===== config.mk =====
export PLATFORM = sky130hd
export DESIGN_NAME = host_port_top
export DESIGN_NICKNAME = d
export VERILOG_FILES = /design/src/hdl/host_port_pkg.sv /design/src/hdl/strap_latch.sv /design/src/hdl/host_port_top.sv
export SDC_FILE = /design/constraint.sdc
export NUM_CORES = 1
export LEC_CHECK = 0
export BUFFER_PORTS_ARGS = -buffer_cell sky130_fd_sc_hd__buf_2
export CORE_MARGIN = 3
export CORE_UTILIZATION = 30
export CTS_CLUSTER_DIAMETER = 30
export DETAILED_ROUTE_END_ITERATION = 8
export PLACE_DENSITY = 0.55
export RECOVER_POWER = 100
export SETUP_SLACK_MARGIN = 0.4
export SLEW_MARGIN = 10
export SYNTH_ARGS = -nofsm -noshare
export SYNTH_HDL_FRONTEND = slang
export SYNTH_SLANG_ARGS = --single-unit

===== constraint.sdc =====
create_clock -name I_CLK_SYS -period 4.5 [get_ports I_CLK_SYS]
set_clock_uncertainty 0.05 [all_clocks]
set_input_delay 0.45 -clock I_CLK_SYS [delete_from_list [all_inputs] [get_ports I_CLK_SYS]]
set_output_delay 0.45 -clock I_CLK_SYS [all_outputs]
set_load 0.1 [all_outputs]

===== src/hdl/host_port_pkg.sv =====
// Constants shared by the card bus host port files
package host_port_pkg;
    localparam int          STRAP_W       = 7;
    localparam int          STRAP_SEL0    = 0;
    localparam int          STRAP_SEL1    = 1;
    localparam int          STRAP_SEL2    = 2;
    localparam int          STRAP_RSVD    = 3;
    localparam int          STRAP_SEL4    = 4;
    localparam int          STRAP_WAITPOL = 5;
    localparam int          STRAP_CLKDIV  = 6;
    localparam logic [6:0]  STRAP_RST     = 7'h00;
    localparam logic [3:0]  SEL_SEP_LE    = 4'h4;
    localparam logic        RSVD_LEVEL    = 1'b1;
    localparam int          ADDR_W        = 18;
    localparam int          DATA_W        = 16;
    localparam logic [17:0] BUF_BYTES     = 18'h28000;
    localparam logic [1:0]  BE_WORD       = 2'h3;
    localparam logic [1:0]  BE_LOW        = 2'h1;
    localparam logic [1:0]  BE_HIGH       = 2'h2;
    typedef enum logic [1:0] {
        ST_IDLE = 2'b00,
        ST_REQ  = 2'b01,
        ST_DONE = 2'b10
    } port_state_t;
endpackage


===== src/hdl/strap_latch.sv =====
// Configuration strap capture at reset release
`timescale 1ns/1ps
module strap_latch (
    input  wire logic       i_clk,
    input  wire logic       i_rstn,
    input  wire logic [6:0] i_straps,
    output logic      [6:0] o_straps,
    output logic            o_captured
);
    logic [6:0] straps_r;
    logic [6:0] straps_nxt;
    logic       cap_r;
    logic       cap_nxt;

    always_comb begin
        straps_nxt = straps_r;
        cap_nxt    = 1'b1;
        if (!cap_r) begin
            straps_nxt = i_straps;
        end
    end

    always_ff @(posedge i_clk or negedge i_rstn) begin
        if (!i_rstn) begin
            straps_r <= host_port_pkg::STRAP_RST;
            cap_r    <= 1'b0;
        end else begin
            straps_r <= straps_nxt;
            cap_r    <= cap_nxt;
        end
    end

    assign o_straps   = straps_r;
    assign o_captured = cap_r;
endmodule // strap_latch


===== src/hdl/host_port_top.sv =====
// Card bus separate-strobe host port of the display controller
// How it works
// - Seven straps latched at reset release
// - Pattern 0100 selects separate-strobe little endian
// - Strap five sets wait output polarity
// - Strap six divides host clock by two
// - Address bit 18 picks registers or buffer
// - Only bits 18..0 decode, 512K aliasing
// - Wait held until data valid or accepted
// - High byte enable with bit 0 steers lanes
`timescale 1ns/1ps
module host_port_top (
    input  wire logic        I_CLK_SYS,
    input  wire logic        I_RSTN,
    input  wire logic        I_STRAP_HOST_SEL_HI,
    input  wire logic [2:0]  I_STRAP_HOST_SEL_LO,
    input  wire logic        I_STRAP_RESERVED,
    input  wire logic        I_STRAP_WAIT_POLARITY,
    input  wire logic        I_STRAP_CLOCK_DIVIDE,
    input  wire logic        I_CHIP_SEL_N,
    input  wire logic        I_MEM_REG_SEL,
    input  wire logic [17:0] I_HOST_ADDR_IN,
    input  wire logic        I_READ_STROBE_N,
    input  wire logic        I_LOW_WRITE_ENABLE_N,
    input  wire logic        I_HIGH_BYTE_ENABLE_N,
    input  wire logic [15:0] I_HOST_DATA_BUS,
    output logic      [15:0] O_HOST_DATA_BUS,
    output logic             O_HOST_DATA_BUS_OE,
    output logic             O_WAIT,
    output logic             O_MODE_OK,
    output logic             O_BUS_TICK,
    output logic             O_MEM_REQ,
    output logic             O_MEM_WE,
    output logic             O_MEM_SEL_BUF,
    output logic      [17:0] O_MEM_ADDR,
    output logic      [1:0]  O_MEM_BE,
    output logic      [15:0] O_MEM_WDATA,
    input  wire logic        I_MEM_ACK,
    input  wire logic [15:0] I_MEM_RDATA
);
    ////////////////////////////////////////////////////////////////////////
    // Strap capture and decode
    logic [6:0] straps;
    logic       captured;
    logic [3:0] host_sel;
    logic       wait_pol;
    logic       clk_div;

    strap_latch u_straps (
        .i_clk      (I_CLK_SYS),
        .i_rstn     (I_RSTN),
        .i_straps   ({I_STRAP_CLOCK_DIVIDE, I_STRAP_WAIT_POLARITY,
                      I_STRAP_HOST_SEL_HI, I_STRAP_RESERVED,
                      I_STRAP_HOST_SEL_LO}),
        .o_straps   (straps),
        .o_captured (captured)
    );

    assign host_sel  = {straps[host_port_pkg::STRAP_SEL4],
                        straps[host_port_pkg::STRAP_SEL2],
                        straps[host_port_pkg::STRAP_SEL1],
                        straps[host_port_pkg::STRAP_SEL0]};
    assign wait_pol  = straps[host_port_pkg::STRAP_WAITPOL];
    assign clk_div   = straps[host_port_pkg::STRAP_CLKDIV];
    assign O_MODE_OK = captured
        && (host_sel == host_port_pkg::SEL_SEP_LE)
        && (straps[host_port_pkg::STRAP_RSVD]
            == host_port_pkg::RSVD_LEVEL);

    ////////////////////////////////////////////////////////////////////////
    // Bus clock phase
    logic phase_r;
    logic phase_nxt;

    always_comb begin
        phase_nxt = clk_div ? !phase_r : 1'b0;
    end

    always_ff @(posedge I_CLK_SYS or negedge I_RSTN) begin
        if (!I_RSTN) begin
            phase_r <= 1'b0;
        end else begin
            phase_r <= phase_nxt;
        end
    end

    assign O_BUS_TICK = !clk_div || phase_r;

    ////////////////////////////////////////////////////////////////////////
    // Access sequencer
    host_port_pkg::port_state_t state_r;
    host_port_pkg::port_state_t state_nxt;
    logic        rd_act;
    logic        wr_act;
    logic        access;
    logic        we_r;
    logic        we_nxt;
    logic        sel_r;
    logic        sel_nxt;
    logic [17:0] addr_r;
    logic [17:0] addr_nxt;
    logic [1:0]  be_r;
    logic [1:0]  be_nxt;
    logic [1:0]  be_in;
    logic [15:0] wdata_r;
    logic [15:0] wdata_nxt;
    logic [15:0] rdata_r;
    logic [15:0] rdata_nxt;
    logic        in_range;
    logic        wait_act;

    assign rd_act = !I_CHIP_SEL_N && !I_READ_STROBE_N;
    assign wr_act = !I_CHIP_SEL_N && !I_LOW_WRITE_ENABLE_N;
    assign access = O_MODE_OK && (rd_act || wr_act);

    always_comb begin
        if (!I_HIGH_BYTE_ENABLE_N) begin
            be_in = host_port_pkg::BE_WORD;
        end else if (I_HOST_ADDR_IN[0]) begin
            be_in = host_port_pkg::BE_HIGH;
        end else begin
            be_in = host_port_pkg::BE_LOW;
        end
    end

    assign in_range = !sel_r || (addr_r < host_port_pkg::BUF_BYTES);

    always_comb begin
        state_nxt = state_r;
        we_nxt    = we_r;
        sel_nxt   = sel_r;
        addr_nxt  = addr_r;
        be_nxt    = be_r;
        wdata_nxt = wdata_r;
        rdata_nxt = rdata_r;
        case (state_r)
            host_port_pkg::ST_IDLE: begin
                if (access && O_BUS_TICK) begin
                    state_nxt = host_port_pkg::ST_REQ;
                    we_nxt    = wr_act;
                    sel_nxt   = I_MEM_REG_SEL;
                    addr_nxt  = I_HOST_ADDR_IN;
                    be_nxt    = be_in;
                    wdata_nxt = I_HOST_DATA_BUS;
                    if (I_HIGH_BYTE_ENABLE_N && I_HOST_ADDR_IN[0]) begin
                        wdata_nxt = {I_HOST_DATA_BUS[7:0], 8'h00};
                    end
                end
            end
            host_port_pkg::ST_REQ: begin
                if (I_MEM_ACK || !in_range) begin
                    state_nxt = host_port_pkg::ST_DONE;
                    rdata_nxt = in_range ? I_MEM_RDATA : 16'h0000;
                    if (be_r == host_port_pkg::BE_HIGH) begin
                        rdata_nxt = {8'h00, rdata_nxt[15:8]};
                    end
                end
            end
            host_port_pkg::ST_DONE: begin
                if (!access) begin
                    state_nxt = host_port_pkg::ST_IDLE;
                end
            end
            default: begin
                state_nxt = host_port_pkg::ST_IDLE;
            end
        endcase
    end

    always_ff @(posedge I_CLK_SYS or negedge I_RSTN) begin
        if (!I_RSTN) begin
            state_r <= host_port_pkg::ST_IDLE;
            we_r    <= 1'b0;
            sel_r   <= 1'b0;
            addr_r  <= 18'h00000;
            be_r    <= 2'h0;
            wdata_r <= 16'h0000;
            rdata_r <= 16'h0000;
        end else begin
            state_r <= state_nxt;
            we_r    <= we_nxt;
            sel_r   <= sel_nxt;
            addr_r  <= addr_nxt;
            be_r    <= be_nxt;
            wdata_r <= wdata_nxt;
            rdata_r <= rdata_nxt;
        end
    end

    ////////////////////////////////////////////////////////////////////////
    // Outputs
    assign wait_act = access && (state_r != host_port_pkg::ST_DONE);
    assign O_WAIT   = wait_pol ? wait_act : !wait_act;

    assign O_MEM_REQ     = (state_r == host_port_pkg::ST_REQ) && in_range;
    assign O_MEM_WE      = we_r;
    assign O_MEM_SEL_BUF = sel_r;
    assign O_MEM_ADDR    = addr_r;
    assign O_MEM_BE      = be_r;
    assign O_MEM_WDATA   = wdata_r;

    assign O_HOST_DATA_BUS    = rdata_r;
    assign O_HOST_DATA_BUS_OE = O_MODE_OK && rd_act;
endmodule // host_port_top


==> summary.txt <==
Run status
  – Outcome: finished with violations
  – Failing checks: max-capacitance violations, max-slew violations

Synthesis
  – Synth unique cells: 27
  – Cell taking the most area after synthesis: dfrtp_1
  – Sequential area share after synthesis: 60.13%
  – Synth Cell Area: 0.002705 mm2
  – Mapped Cells: 200
  – Synth area leaders: dfrtp_1, mux2_2, mux2i_1
  – Syn avg cell area: 13.53 um2
  – Top-area cell type share of the netlist area: 60.13%
  – Syn Nets: 265
  – Yosys reg bits: 65
  – Synthesis Warnings: 0

Timing
  – Slew of the pin with the lowest slew margin: 1.871 ns
  – Post-route clock period utilization: 70.14%
  – Crit path time final: 3.156 ns
  – Fmax achieved: 316.8 MHz
  – Slew HR: -26.03%
  – Final Hold Viols: 0
  – Finish-stage setup viols: 0
  – Setup repair after global routing missed its margin: no
  – Setup TNS: 0 ns
  – Slew Limit Fails: 91

Layout
  – Synthesis-to-finish area growth: 31.82%
  – Antenna diodes: 0
  – Fin util: 40.89%
  – Most common cell after layout, fill and taps aside: dfrtp_1
  – Final Cell Area: 0.003566 mm2
  – Most frequent cells in the layout: dfrtp_1, buf_2, clkbuf_1
  – Fillers: 898
  – Nets: 391
  – Post-route insts no fill: 439
  – Share of layout cells above drive strength 1: 37.76%

Power
  – Clock share of power: 24.3%
  – Int Pwr: 1169 uW
  – Worst IR drop on VDD: 359.0 uV
  – Sw Share: 48.92%
  – Combinational share of power: 43.1%
  – Leak: 0.001814 uW
  – Sw power: 1119 uW
  – Sequential Power Share: 32.6%
  – PwrDens: 641.7 mW/mm2

Global route
  – GRT Resource Usage Total: 12.61%
  – Remaining Overflow, GRT: 0
  – Pin count of the biggest net entering global routing: 40
  – Initial antenna violation count: 0
  – First-pass GRT wire length: 9.894 mm
  – Vias in the first global route: 2,038

Floorplanning
  – FP Rows: 34
  – Core Area: 0.008721 mm2
  – Die ar.: 0.01019 mm2
  – I/O pin cnt: 124
  – Initial Util: 31.02%
  – Die W: 101.0 um
  – Die height: 101.0 um

Critical path
  – R2r setup slk: 1.34 ns
  – Crit start category: register
  – CP bufs+invs: 0
  – CP max-delay cell: or4_1
  – CP cell instances: nand4b_1 -> or4b_1 -> or4_1 -> mux2_1
  – Required time of the critical path: 4.66 ns
  – Largest stage delay, worst path: 1.15 ns
  – Critical Path End Type: register
  – WP data arrival: 3.31 ns
  – Crit path max fanout: 39
  – Delay-heaviest family, CP: simple AND/OR/NAND/NOR gates
  – Critical path class: reg2reg

Drt
  – Uppermost layer routed: met4
  – Wl on met1: 2.621 mm
  – 1st-iter DRT viols: 22
  – DRT Wirelength: 6.171 mm
  – Routed length per placed instance: 14.06 um
  – Final ANT Viol Nets: 0
  – Vias per inst: 4.485
  – Met3 Routed Length: 578 um
  – DRC errors left: 0
  – Met2 wire length: 2.902 mm
  – Vias: 1,969
  – Drt pass-1 iters: 4

CTS
  – H-tree level count: 3
  – Longest Clk Path Bufs: 2
  – Post_cts resized: 0
  – TritonCTS clock tree: done
  – Setup Fix Bufs, Post-CTS: 0
  – CTS Hold Bufs: 0
  – Clock Sink Count: 65
  – Clk pin slew, worst setup/hold paths: 0.07 ns
  – Clk_lat worst skew: 0.33 ns
  – Cts bufs inserted: 9
  – Root buf cell: clkbuf_8

Place
  – IO buf count: 123
  – Final HPWL DP: 4.528 mm
  – Dpl cell area: 0.003418 mm2
  – GPL Wtd Cong: 0.7387
  – Cells after DPL: 423

Min path
  – Tightest Hold Check Type: in2reg

Flow run
  – Max Cap Viol: 3
-- worst register-to-register path: cells and delay by family (launching register included) --
| family | cells | cell delay (ns) |
|---|---|---|
| and+or+nand+nor | 3 | 1.85 |
| muxes | 1 | 0.63 |
| DFF | 1 | 0.51 |
-- power groups by stage --
stage	Combinational, uW	Sequential (uW)	Clock (uW)
2_1_floorplan	143	1450	0
3_3_place_gp	1020	753	0
6_report	986	746	556
4_1_cts	1020	745	582
3_5_place_dp	1020	755	0
5_1_grt	1020	760	612
-- state kept, by name (all words and copies together), names as in the netlist --
register and flops:
O_MEM_ADDR 18, O_HOST_DATA_BUS 16, O_MEM_WDATA 16, u_straps.o_straps 7
O_MEM_BE 2, state_r 2, O_MEM_SEL_BUF 1, O_MEM_WE 1
phase_r 1, u_straps.o_captured 1
-- layer usage --
layer / track usage (%) / vias up
met4: 3.681 / 0
met1: 15.45 / 944
met5: 0 / -
met2: 20.25 / 79
met3: 5.398 / 8
li1: - / 938
-- metrics by stage --
| stage | setup slack (ns) | power [uW] | hold slack [ns] |
|---|---|---|---|
| 6_report | 1.344 | 2288 | 0.2975 |
| 4_1_cts | 1.975 | 2352 | 0.1278 |
| 2_1_floorplan | 0.4950 | 1596 | 0.1044 |
| 5_1_grt | 1.094 | 2396 | 0.2615 |
| 3_5_place_dp | 1.999 | 1780 | 0.3969 |
| 3_3_place_gp | 1.993 | 1773 | 0.3826 |
-- final timing paths --
path,from,endpoint,cells after the start
worst max register to register,u_straps.o_captured,O_MEM_ADDR[16],4
worst min register to register,phase_r,phase_r,1
worst max-delay path,u_straps.o_captured,O_MEM_ADDR[16],4
max in group asynchronous,I_RSTN,O_HOST_DATA_BUS[8],2
min in group asynchronous,I_RSTN,O_HOST_DATA_BUS[13],1
worst min-delay path,I_HOST_ADDR_IN[5],O_MEM_ADDR[5],2
-- synthesized netlist by cell type --
library cell,instances
nor3b_1,1
o21ai_1,1
a22o_1,8
nand4b_1,1
buf_4,1
nand2b_1,3
buf_2,2
nor2_1,1
or4b_1,1
nand2_1,18
or4_4,1
mux2_2,44
mux2i_1,16
o211a_1,1
clkbuf_1,4
xor2_1,1
conb_1,1
nand3_1,1
o21ai_0,10
inv_1,10
mux2_4,1
nor3_1,1
nor2b_1,3
a21oi_1,1
dfrtp_1,65
and3_1,1
buf_6,2
-- cells by family (layout without fill, tap and decap cells) --
logic type             after synthesis  count (layout)  synth area share (%)
flip-flops                          65              65                 60.13
multiplexers                        61              61                 24.79
AND/OR/NAND/NOR                     32              32                 6.013
AO/OA/AOI/OAI                       21              21                 5.180
buffers and inverters               19             150                 3.423
other                                1               1                0.1386
XOR/XNOR                             1               1                0.3238
-- area by class of cell --
cell class	instances	area [um2]	area share [%]
Inverter	10	37.54	1.053
Timing Repair Buffer	124	548.0	15.37
Tap cell	108	135.1	3.789
Multi-Input combinational cell	116	988.4	27.72
Clock inverter	4	75.07	2.105
Clock buffer	12	155.1	4.351
Sequential cell	65	1627	45.61
Power figures use the tool's default switching activity.
